### src/hw/irq_ctrl_pkg.sv
package irq_ctrl_pkg;

    // ----------------------------------------------------------------
    // source count and register layout
    // ----------------------------------------------------------------
    localparam int NUM_SOURCES       = 18;             // number of interrupt sources
    localparam int IDX_W             = 5;              // width of a source index
    localparam int GLOBAL_GATE_BIT   = 7;              // global gate inside the primary mask
    localparam int PRIMARY_SRC_BASE  = 0;              // first source held in the primary regs
    localparam int PRIMARY_SRC_CNT   = 7;              // sources held in the primary regs
    localparam int EXT1_SRC_BASE     = 7;              // first source held in extended regs 1
    localparam int EXT1_SRC_CNT      = 8;              // sources held in extended regs 1
    localparam int EXT2_SRC_BASE     = 15;             // first source held in extended regs 2
    localparam int EXT2_SRC_CNT      = 3;              // sources held in extended regs 2

    // ----------------------------------------------------------------
    // reset values
    // ----------------------------------------------------------------
    localparam logic [7:0]  MASK_RESET     = 8'h00;    // all enables off, gate off
    localparam logic [7:0]  PRIO_RESET     = 8'h00;    // every source low priority
    localparam logic [17:0] PEND_RESET     = 18'h00000; // no flag pending

    // sources whose flag is cleared by hardware when the call is taken
    localparam logic [17:0] HW_CLEAR_MASK  = 18'h1000F;

    // ----------------------------------------------------------------
    // vectors and timing
    // ----------------------------------------------------------------
    localparam logic [15:0] VECTOR_BASE    = 16'h0003; // vector of source 0
    localparam logic [15:0] VECTOR_STEP    = 16'h0008; // spacing between vectors
    localparam logic [2:0]  CALL_CYCLES    = 3'h4;     // cycles to complete the vector call

    // call sequencer states
    typedef enum logic [0:0] {
        ST_IDLE = 1'b0,
        ST_CALL = 1'b1
    } call_state_type;

endpackage : irq_ctrl_pkg

### src/hw/irq_sel_if.sv
`timescale 1ns/1ps
`default_nettype none

// carries the eligible requests to the arbiter and its winner back
interface irq_sel_if;
    logic [17:0] req_vec;   // eligible requests, one per source
    logic [17:0] hi_vec;    // priority level per source, 1 = high
    logic        valid;     // some request won
    logic [4:0]  index;     // winning source
    logic        is_hi;     // winner is high priority

    modport arb (input req_vec, input hi_vec, output valid, output index, output is_hi);
    modport ctl (output req_vec, output hi_vec, input valid, input index, input is_hi);
endinterface : irq_sel_if

`default_nettype wire

### src/hw/irq_arbiter.sv
`timescale 1ns/1ps
`default_nettype none

// ----------------------------------------------------------------
// priority arbiter: high level first, then lowest source index
// ----------------------------------------------------------------
module irq_arbiter (
    irq_sel_if.arb sel
);

    // lowest set bit wins; fixed order between equal levels
    function automatic logic [4:0] first_set(input logic [17:0] vec);
        logic [4:0] idx;
        idx = 5'h00;
        for (int i = irq_ctrl_pkg::NUM_SOURCES - 1; i >= 0; i--) begin
            if (vec[i]) begin
                idx = 5'(i);
            end
        end
        return idx;
    endfunction : first_set

    wire logic [17:0] hi_req  = sel.req_vec & sel.hi_vec;   // high-level candidates
    wire logic        any_hi  = |hi_req;                    // a high request exists

    // high level beats low whenever both are present
    assign sel.valid = |sel.req_vec;
    assign sel.is_hi = any_hi;
    assign sel.index = any_hi ? first_set(hi_req) : first_set(sel.req_vec);

endmodule : irq_arbiter

`default_nettype wire

### src/hw/vectored_interrupt_controller.sv
// Notes on behaviour
// - eighteen sources, each low or high priority
// - source condition sets its pending flag
// - flag sets regardless of any enable
// - enabled flag requests; call after instruction ends
// - return resumes the interrupted instruction stream
// - disabled source's flag causes no request
// - each source has own enable bit
// - enables count only while global gate set
// - global gate clear blocks every source
// - latched request taken if next instruction short
// - multi-cycle next instruction drops latched request
// - some flags hardware-cleared on call, others software
// - flag still set after return re-enters after one
// - high preempts low, high never preempted
// - higher level first, then fixed source order
// - sampled each cycle; detect one, call four
// - software writing one sets flag, acts like event
`timescale 1ns/1ps
`default_nettype none

module vectored_interrupt_controller #(
    parameter int NUM_SOURCES = irq_ctrl_pkg::NUM_SOURCES   // number of sources
) (
    input  wire logic        sys_clk,               // system clock
    input  wire logic        rst,                   // synchronous reset, active high
    input  wire logic [17:0] src_event,             // peripheral condition pulses
    input  wire logic [17:0] sw_pend_set,           // software writes 1 to a flag
    input  wire logic [17:0] sw_pend_clr,           // software clears a flag
    input  wire logic        primary_mask_wr,       // write strobe, primary enables
    input  wire logic        ext_mask1_wr,          // write strobe, extended enables 1
    input  wire logic        ext_mask2_wr,          // write strobe, extended enables 2
    input  wire logic        primary_prio_wr,       // write strobe, primary priorities
    input  wire logic        ext_prio1_wr,          // write strobe, extended priorities 1
    input  wire logic        ext_prio2_wr,          // write strobe, extended priorities 2
    input  wire logic [7:0]  reg_wdata,             // data for any register write
    input  wire logic        instr_done,            // core finishes an instruction
    input  wire logic        irq_return_done,       // core finishes the return op
    output logic [7:0]       primary_irq_mask_reg,  // enables 0..6, global gate at bit 7
    output logic [7:0]       extended_irq_mask_reg1,// enables 7..14
    output logic [7:0]       extended_irq_mask_reg2,// enables 15..17
    output logic [7:0]       primary_priority_reg,  // priorities 0..6
    output logic [7:0]       extended_priority_reg1,// priorities 7..14
    output logic [7:0]       extended_priority_reg2,// priorities 15..17
    output logic [17:0]      pend_flags,            // pending flags
    output logic             irq_request,           // a sampled request is waiting
    output logic             vector_call_busy,      // vector call in progress
    output logic             vector_call_done,      // last cycle of the vector call
    output logic [15:0]      call_vector,           // target address of the call
    output logic [4:0]       call_source,           // source being called
    output logic             service_hi,            // a high-level routine is active
    output logic             service_lo             // a low-level routine is active
);

    // ----------------------------------------------------------------
    // state
    // ----------------------------------------------------------------
    logic [17:0] pend_q;                 // pending flags
    logic [7:0]  pmask_q;                // primary enables and gate
    logic [7:0]  emask1_q;               // extended enables 1
    logic [2:0]  emask2_q;               // extended enables 2, upper bits reserved
    logic [6:0]  pprio_q;                // primary priorities, bit 7 reserved
    logic [7:0]  eprio1_q;               // extended priorities 1
    logic [2:0]  eprio2_q;               // extended priorities 2
    logic        req_q;                  // request seen in the detect cycle
    logic [4:0]  req_idx_q;              // its source
    logic        req_hi_q;               // its level
    irq_ctrl_pkg::call_state_type state_q; // call sequencer
    logic [2:0]  call_cnt_q;             // cycles left in the call
    logic [15:0] vec_q;                  // latched vector
    logic [4:0]  src_q;                  // latched source
    logic        call_hi_q;              // level of the call in flight
    logic        act_hi_q;               // high routine in service
    logic        act_lo_q;               // low routine in service
    logic        skip_q;                 // hold off one instruction after return

    // ----------------------------------------------------------------
    // enable and priority vectors
    // ----------------------------------------------------------------
    wire logic [17:0] en_vec = {emask2_q, emask1_q, pmask_q[6:0]};  // per-source enables
    wire logic [17:0] hi_vec = {eprio2_q, eprio1_q, pprio_q};       // per-source levels
    wire logic        gate   = pmask_q[irq_ctrl_pkg::GLOBAL_GATE_BIT];

    // flag and enable only; gate off hides everything
    wire logic [17:0] enabled = pend_q & en_vec & {18{gate}};

    // a low routine admits only high requests, a high routine admits none
    wire logic [17:0] admit   = act_hi_q ? 18'h00000 : (act_lo_q ? hi_vec : 18'h3FFFF);

    irq_sel_if sel ();
    assign sel.req_vec = enabled & admit;
    assign sel.hi_vec  = hi_vec;

    irq_arbiter u_arb (
        .sel (sel)
    );

    // the core takes the call only at an instruction boundary
    wire logic take    = (state_q == irq_ctrl_pkg::ST_IDLE) && instr_done && !skip_q && req_q;
    wire logic call_end = (state_q == irq_ctrl_pkg::ST_CALL) && (call_cnt_q == 3'h1);
    wire logic [17:0] take_onehot = 18'(18'h00001 << req_idx_q);
    // hardware clears listed flags when the call is taken
    wire logic [17:0] hw_clr  = take ? (take_onehot & irq_ctrl_pkg::HW_CLEAR_MASK) : 18'h00000;

    // ----------------------------------------------------------------
    // pending flags
    // ----------------------------------------------------------------
    // any set beats a clear in the same cycle, so no event is lost
    always_ff @(posedge sys_clk) begin
        if (rst) begin
            pend_q <= irq_ctrl_pkg::PEND_RESET;
        end else begin
            pend_q <= (pend_q & ~(sw_pend_clr | hw_clr)) | src_event | sw_pend_set;
        end
    end

    // ----------------------------------------------------------------
    // enable and priority registers
    // ----------------------------------------------------------------
    // everything starts disabled and at low priority
    always_ff @(posedge sys_clk) begin
        if (rst) begin
            pmask_q  <= irq_ctrl_pkg::MASK_RESET;
            emask1_q <= irq_ctrl_pkg::MASK_RESET;
            emask2_q <= irq_ctrl_pkg::MASK_RESET[2:0];
            pprio_q  <= irq_ctrl_pkg::PRIO_RESET[6:0];
            eprio1_q <= irq_ctrl_pkg::PRIO_RESET;
            eprio2_q <= irq_ctrl_pkg::PRIO_RESET[2:0];
        end else begin
            if (primary_mask_wr) begin
                pmask_q <= reg_wdata;
            end
            if (ext_mask1_wr) begin
                emask1_q <= reg_wdata;
            end
            if (ext_mask2_wr) begin
                emask2_q <= reg_wdata[2:0];
            end
            if (primary_prio_wr) begin
                pprio_q <= reg_wdata[6:0];
            end
            if (ext_prio1_wr) begin
                eprio1_q <= reg_wdata;
            end
            if (ext_prio2_wr) begin
                eprio2_q <= reg_wdata[2:0];
            end
        end
    end

    // ----------------------------------------------------------------
    // detect stage
    // ----------------------------------------------------------------
    // re-sampled every cycle: a request seen while an enable is being
    // cleared survives one cycle, so a single-cycle next instruction can
    // still take it; a longer one sees it vanish before its boundary.
    // software avoids the race with a two-byte opcode after the clear.
    always_ff @(posedge sys_clk) begin
        if (rst) begin
            req_q     <= 1'b0;
            req_idx_q <= 5'h00;
            req_hi_q  <= 1'b0;
        end else begin
            req_q     <= sel.valid;
            req_idx_q <= sel.index;
            req_hi_q  <= sel.is_hi;
        end
    end

    // ----------------------------------------------------------------
    // vector call sequencer
    // ----------------------------------------------------------------
    // four cycles of call after the detect cycle
    always_ff @(posedge sys_clk) begin
        if (rst) begin
            state_q    <= irq_ctrl_pkg::ST_IDLE;
            call_cnt_q <= 3'h0;
            vec_q      <= 16'h0000;
            src_q      <= 5'h00;
            call_hi_q  <= 1'b0;
        end else begin
            case (state_q)
                irq_ctrl_pkg::ST_IDLE: begin
                    if (take) begin
                        state_q    <= irq_ctrl_pkg::ST_CALL;
                        call_cnt_q <= irq_ctrl_pkg::CALL_CYCLES;
                        vec_q      <= irq_ctrl_pkg::VECTOR_BASE
                                      + 16'(req_idx_q * irq_ctrl_pkg::VECTOR_STEP);
                        src_q      <= req_idx_q;
                        call_hi_q  <= req_hi_q;
                    end
                end
                irq_ctrl_pkg::ST_CALL: begin
                    call_cnt_q <= call_cnt_q - 3'h1;
                    if (call_end) begin
                        state_q <= irq_ctrl_pkg::ST_IDLE;
                    end
                end
                default: begin
                    state_q <= irq_ctrl_pkg::ST_IDLE;
                end
            endcase
        end
    end

    // ----------------------------------------------------------------
    // in-service levels and return handling
    // ----------------------------------------------------------------
    // the return closes the highest active level; the interrupted stream
    // resumes and one instruction runs before any new call
    always_ff @(posedge sys_clk) begin
        if (rst) begin
            act_hi_q <= 1'b0;
            act_lo_q <= 1'b0;
            skip_q   <= 1'b0;
        end else begin
            if (call_end && call_hi_q) begin
                act_hi_q <= 1'b1;
            end else if (call_end) begin
                act_lo_q <= 1'b1;
            end else if (irq_return_done && act_hi_q) begin
                act_hi_q <= 1'b0;
            end else if (irq_return_done) begin
                act_lo_q <= 1'b0;
            end
            if (irq_return_done) begin
                skip_q <= 1'b1;
            end else if (instr_done) begin
                skip_q <= 1'b0;
            end
        end
    end

    // ----------------------------------------------------------------
    // outputs
    // ----------------------------------------------------------------
    assign primary_irq_mask_reg   = pmask_q;
    assign extended_irq_mask_reg1 = emask1_q;
    assign extended_irq_mask_reg2 = {5'h00, emask2_q};
    assign primary_priority_reg   = {1'b0, pprio_q};
    assign extended_priority_reg1 = eprio1_q;
    assign extended_priority_reg2 = {5'h00, eprio2_q};
    assign pend_flags             = pend_q;
    assign irq_request            = req_q;
    assign vector_call_busy       = (state_q == irq_ctrl_pkg::ST_CALL);
    assign vector_call_done       = call_end;
    assign call_vector            = vec_q;
    assign call_source            = src_q;
    assign service_hi             = act_hi_q;
    assign service_lo             = act_lo_q;

endmodule : vectored_interrupt_controller

`default_nettype wire

### config.mk
export PLATFORM = sky130hd
export DESIGN_NAME = vectored_interrupt_controller
export DESIGN_NICKNAME = d
export VERILOG_FILES = /design/src/hw/irq_ctrl_pkg.sv /design/src/hw/irq_sel_if.sv /design/src/hw/irq_arbiter.sv /design/src/hw/vectored_interrupt_controller.sv
export SDC_FILE = /design/constraint.sdc
export NUM_CORES = 1
export LEC_CHECK = 0
export BUFFER_PORTS_ARGS = -buffer_cell sky130_fd_sc_hd__buf_2
export CORE_ASPECT_RATIO = 1.4
export CORE_MARGIN = 5
export CORE_UTILIZATION = 50
export CTS_BUF_LIST = sky130_fd_sc_hd__clkbuf_4
export DETAILED_ROUTE_END_ITERATION = 8
export PLACE_DENSITY = 0.81
export SLEW_MARGIN = 0
export SYNTH_ARGS = -nofsm -noshare
export SYNTH_HDL_FRONTEND = slang
export SYNTH_SLANG_ARGS = --single-unit
### constraint.sdc
create_clock -name sys_clk -period 2.45 [get_ports sys_clk]
set_input_delay 0.3675 -clock sys_clk [delete_from_list [all_inputs] [get_ports sys_clk]]
set_output_delay 0.3675 -clock sys_clk [all_outputs]
set_load 0.01 [all_outputs]
After elaboration in Yosys (flattened, before gate mapping)

Index checks and enable logic that the tools add are counted.

Memories kept: 0
RAM bits: 0
ROM bits: 0
Output and inout port bits: 92
Logic and storage cells: 104
Latch bits: 0
Bits of input ports: 72
Register bits after elaboration: 91

Bitwise logic cells: 11
Add/subtract/negate cells: 2
Equality and inequality tests: 4
$mul: 0
$lt $le $gt $ge: 0
Shift operators: 1
Reductions and logical operators: 15
Multiplexer cells: 53
Divide/modulo/power cells: 0

Operator list:

| operator                                          | count |
|---|---|
| two-way mux 5 bit                                 | 37 |
| bitwise AND 18 bit                                | 5 |
| two-way mux 18 bit                                | 2 |
| OR 18 bit                                         | 2 |
| OR reduction 18 bit                               | 2 |
| inverter 18 bit                                   | 1 |
| OR 18 x 17 -> 18 bit                              | 1 |
| two-way mux 17 bit                                | 1 |
| left shift 1 x 5 -> 17 bit (first input constant) | 1 |
| two-way mux 1 bit                                 | 10 |
| adder 2 x 8 -> 9 bit (first input constant)       | 1 |
| logical AND 1 bit                                 | 6 |
| one-hot mux 3 bit (2 select lines)                | 1 |
| nonzero test 2 bit                                | 3 |
| != test 2 bit (second input constant)             | 2 |
| AND reduction 2 bit                               | 2 |
| == test 3 x 1 -> 1 bit (second input constant)    | 1 |
| two-way mux 3 bit                                 | 1 |
| AND reduction 3 bit                               | 1 |
| subtractor 3 x 1 -> 3 bit (second input constant) | 1 |
| != test 2 x 1 -> 1 bit (second input constant)    | 1 |
| inverter 1 bit                                    | 2 |
| one-hot mux 1 bit (2 select lines)                | 1 |
| zero test 1 bit                                   | 1 |

Depth between registers and ports, before layout

Depth after elaboration: 23
Depth in mapped cells: 7
Depth with buffers taken out: 6

Cells and area by module

Synthesis repeated with hierarchy kept, for this count alone.

Cells, all modules: 454
Area total of the unflattened synthesis: 3,833.7 um^2

Modules (own cells, without submodules):

| module                        | cells an instance | instances | area an instance (um^2) | sequential area each (um^2) |
|---|---|---|---|---|
| vectored_interrupt_controller | 369               | 1         | 3,238.1                 | 1,521.5 |
| irq_arbiter                   | 85                | 1         | 595.6                   | 0.0 |

Worst setup path before layout

OpenSTA, ideal clock, no wires.

Path type: register -> register
Start point: register act_hi_q, in the netlist service_hi
End point: register req_idx_q[0]
Library setup time: 0.117 ns
Stages on the path, launching flop included: 8
Path buffers: 1
Required time: 2.333 ns
Slack: 0.625 ns
Data arrival time: 1.707 ns
Clock period less this slack: 1.825 ns
Path through: dfxtp_1 > and2b_4 > buf_6 > o211a_1 > a211oi_1 > o21ai_1 > a211o_1 > a32o_1

Longest elaborated chain between the ends: 22
Elaborated cells on any way between the ends: 41
Classes of those cells: mux (38); bitwise (2); reduce/logical (1)

Ends and longest elaborated chain:

| item                             | RTL line                             | RTL |
|---|---|---|
| from (decl)                      | vectored_interrupt_controller.sv:73  | `logic act_hi_q;` |
| from (signal assigned)           | vectored_interrupt_controller.sv:213 | `act_hi_q <= 1'b0;` |
| from (signal assigned)           | vectored_interrupt_controller.sv:218 | `act_hi_q <= 1'b1;` |
| from (signal assigned)           | vectored_interrupt_controller.sv:222 | `act_hi_q <= 1'b0;` |
| two-way mux 18 bit *             | vectored_interrupt_controller.sv:88  | `wire logic [17:0] admit = act_hi_q ? 18'h00000 : (act_lo_q ? hi_vec : 18'h3FFFF);` |
| bitwise AND 18 bit *             | vectored_interrupt_controller.sv:91  | `assign sel.req_vec = enabled & admit;` |
| bitwise AND 18 bit               | irq_arbiter.sv:23                    | `wire logic [17:0] hi_req = sel.req_vec & sel.hi_vec;` |
| two-way mux 5 bit (18 in series) | irq_arbiter.sv:16                    | `if (vec[i]) begin` |
| two-way mux 5 bit *              | irq_arbiter.sv:29                    | `assign sel.index = any_hi ? first_set(hi_req) : first_set(sel.req_vec);` |
| to (signal assigned)             | vectored_interrupt_controller.sv:165 | `req_idx_q <= sel.index;` |
| to (decl)                        | vectored_interrupt_controller.sv:66  | `logic [4:0] req_idx_q;` |

Mark *: on every way between the ends. The rest lies on a longest branch, timed or not.
A chain may end at the register's enable or synchronous reset.

Worst setup path in the final report

Start point: register act_hi_q, in the netlist service_hi
End point: register req_idx_q[1]

Longest elaborated chain between the ends: 21
Elaborated cells on any way between the ends: 39
Classes of those cells: mux (36); bitwise (2); reduce/logical (1)

Ends and longest elaborated chain:

| item                             | RTL line |
|---|---|
| two-way mux 18 bit *             | vectored_interrupt_controller.sv:88 |
| bitwise AND 18 bit *             | vectored_interrupt_controller.sv:91 |
| bitwise AND 18 bit               | irq_arbiter.sv:23 |
| two-way mux 5 bit (17 in series) | irq_arbiter.sv:16 |
| two-way mux 5 bit *              | irq_arbiter.sv:29 |

Marked as above.

==> results.txt <==
Status: finished clean
Via/cell ratio: 5.28
P&R area growth vs syn: 21.9%
First-pass GRT wire length: 17.5 mm
Power density cells: 549 mW/mm^2
Clock root buffer: clkbuf_4
EDFF count, synth: 0
Die Area: 0.00958 mm^2
Pleak: 2.31 nW
FF+latch area: 0.00152 mm^2
CTS Sinks: 76
Sequential-to-total area share from yosys stat: 0.395
Ys async rst share: 0
CTS resizes: 0
Largest net degree at the start of global routing: 34
Post-route antenna net violation count: 0
Ant. Diodes: 0
Critical path fanouts, max: 11
Hold-fix buffers, CTS: 0
CTS tree: built
Post-DP HPWL: 8.76 mm
Post-layout util: 0.613
Iteration-0 DRC Markers: 206
Filler instances: 713
H-Tree Depth: 3
Crit share post-route: 0.903
Clk buf depth: 2
Nets: 665
GPL Wtd Cong: 0.879
Gr usage total: 0.226
# IOs: 164
Fmax: 0.452 GHz
Ys flop type: dfxtp_1
Setup Fix Bufs, Post-CTS: 0
Clock slew seen by the registers of the worst setup and hold paths: 0.11 ns
Die width: 84.2 um
Final wirelength: 10.9 mm
Setup Skew: 0.0128 ns
Cell chain of the critical path: buf_4 -> and4b_1 -> a32oi_2 -> nand4_2 -> nor4_4 -> o211ai_1 -> a21oi_1
CTS Buf Count: 9
Initial Util: 0.503
Setup TNS: 0 ns
Crit path required time: 2.81 ns
Area of the core: 0.00765 mm^2
Post-Syn Area: 0.00385 mm^2
Row cnt: 38
Worst rel slew slack: 0.608
Syn. warnings: 0
Drt drc: 0
Final hold slack: 0.145 ns
Number of global-route vias before repair: 3693
Multi-input combinational cell area: 0.00206 mm^2
Reg2reg setup slack: 0.24 ns
Final setup fails: 0
Number of flip-flops in the largest register: 18
Wire length per cell: 15.6 um
Layout cells sized above 1: 0.299
CP endpoint kind: register
Endpoints failing hold: 0
Max Transition Viols Final: 0
Total power: 2.58 mW
Tightest Pin Transition: 0.589 ns
Fin cells: 695
Maxcap violations: 0
Initial antenna violation count: 0
Delay-heaviest family, CP: simple AND/OR/NAND/NOR gates
Dpl cells: 680
Type of the tightest min-delay check: in -> reg
CP Data Arrival Time: 2.57 ns
Crit start category: register
Mapped Cells: 454
Total grt overflow: 0
Worst-Skew Late Latency: 0.43 ns
Buf/Inv on CP: 1
Critical Path Slowest Stage Cell: dfxtp_1
Via count: 3668
CP max stage delay: 0.56 ns
Mapped Avg Cell Area: 8.48 um^2
Critical path type: reg -> reg
Port Buffer Count: 143
Clock period minus worst slack: 2.21 ns
DRT Pass-1 Iters: 4
RSZ-0062 raised after global routing: no
Peak supply drop: 0.343 mV
Die H: 114 um
Post-synth cell types: 53
Post-synthesis register bit count: 76
-- per-layer routing --
metal | part of all wire | up-vias | track usage
li1 | - | 1822 | -
met1 | 0.38 | 1696 | 0.243
met2 | 0.53 | 131 | 0.418
met3 | 0.063 | 19 | 0.0491
met4 | 0.028 | 0 | 0.104
met5 | 0 | - | 0
-- layout make-up --
cell class,instances,area share
well taps,100,0.0267
repair buffers,150,0.164
clock inverters,5,0.0165
multi-input cells,336,0.439
flip-flops and latches,76,0.324
clock buffers,10,0.0160
inverters,18,0.0144
-- synthesized netlist by cell type, types with 6 or more instances --
library cell  count  area [um^2]
nand4b_1         12          105
a21oi_1          30          150
dfxtp_1          76         1520
nand2_1          27          101
inv_1            18         67.6
clkbuf_1          9         33.8
mux2i_1          37          370
nor2_1           85          319
nand2b_1         17          106
buf_4            27          203
nand4_1           6         37.5
nor2b_1          16          100
o21ai_0           7         35.0
o22ai_1           6         37.5
-- worst reg2reg max path: stages (launching register included) --
cell	delay (ns)
dfxtp_1	0.56
buf_4	0.21
and4b_1	0.23
a32oi_2	0.21
nand4_2	0.20
nor4_4	0.41
o211ai_1	0.15
a21oi_1	0.17
-- power breakdown --
part | switching, mW | internal [mW] | total [mW]
Sequential | 0.0689 | 1.30 | 1.37
Clock | 0.418 | 0.416 | 0.834
Combinational | 0.206 | 0.166 | 0.371
Total | 0.692 | 1.89 | 2.58
-- kinds of logic (layout without fill, tap and decap cells) --
group | count (synthesis) | after routing | share of synthesized area
AO/OA/AOI/OAI | 81 | 81 | 0.144
XOR/XNOR | 1 | 1 | 0.00228
adder cells (fa/ha/maj) | 2 | 2 | 0.00650
buffers and inverters | 61 | 183 | 0.0884
flip-flops | 76 | 76 | 0.395
multiplexers | 38 | 38 | 0.0991
other | 1 | 20 | 0.000974
AND/OR/NAND/NOR | 194 | 194 | 0.263
-- per-stage QoR --
stage / setup slack [ns] / instance area [um^2]
floorplan: 0.625 / 3920
global placement: 0.408 / 4540
global route: 0.0556 / 4690
detailed placement: 0.272 / 4540
CTS: 0.226 / 4690
finish: 0.239 / 4690
-- worst paths after layout --
kind                                    from             to  cells past startpoint
worst min-delay path            src_event[2]  pend_flags[2]                      3
worst min register to register      req_hi_q      call_hi_q                      2
worst max register to register    service_hi   req_idx_q[1]                      7
worst max-delay path              service_hi   req_idx_q[1]                      7
-- cell usage in the layout, fill, tap and decap left out, types with 3 or more instances in the layout --
master / count
o211a_1: 3
buf_2: 143
or2_2: 3
inv_1: 18
nor2b_1: 16
o22a_1: 4
nand4b_1: 12
nand2b_1: 17
and4b_1: 3
o22ai_1: 6
nor3_1: 4
buf_4: 7
a21oi_1: 30
and3_1: 3
nand4_1: 6
o2111ai_1: 3
o211ai_1: 3
nand2_1: 27
mux2i_1: 37
nor2_1: 85
nand3b_1: 4
dfxtp_1: 76
a311oi_1: 3
and2_1: 3
conb_1: 20
clkbuf_4: 10
o21ai_0: 7
a211oi_1: 3
Power figures use the tool's default switching activity.
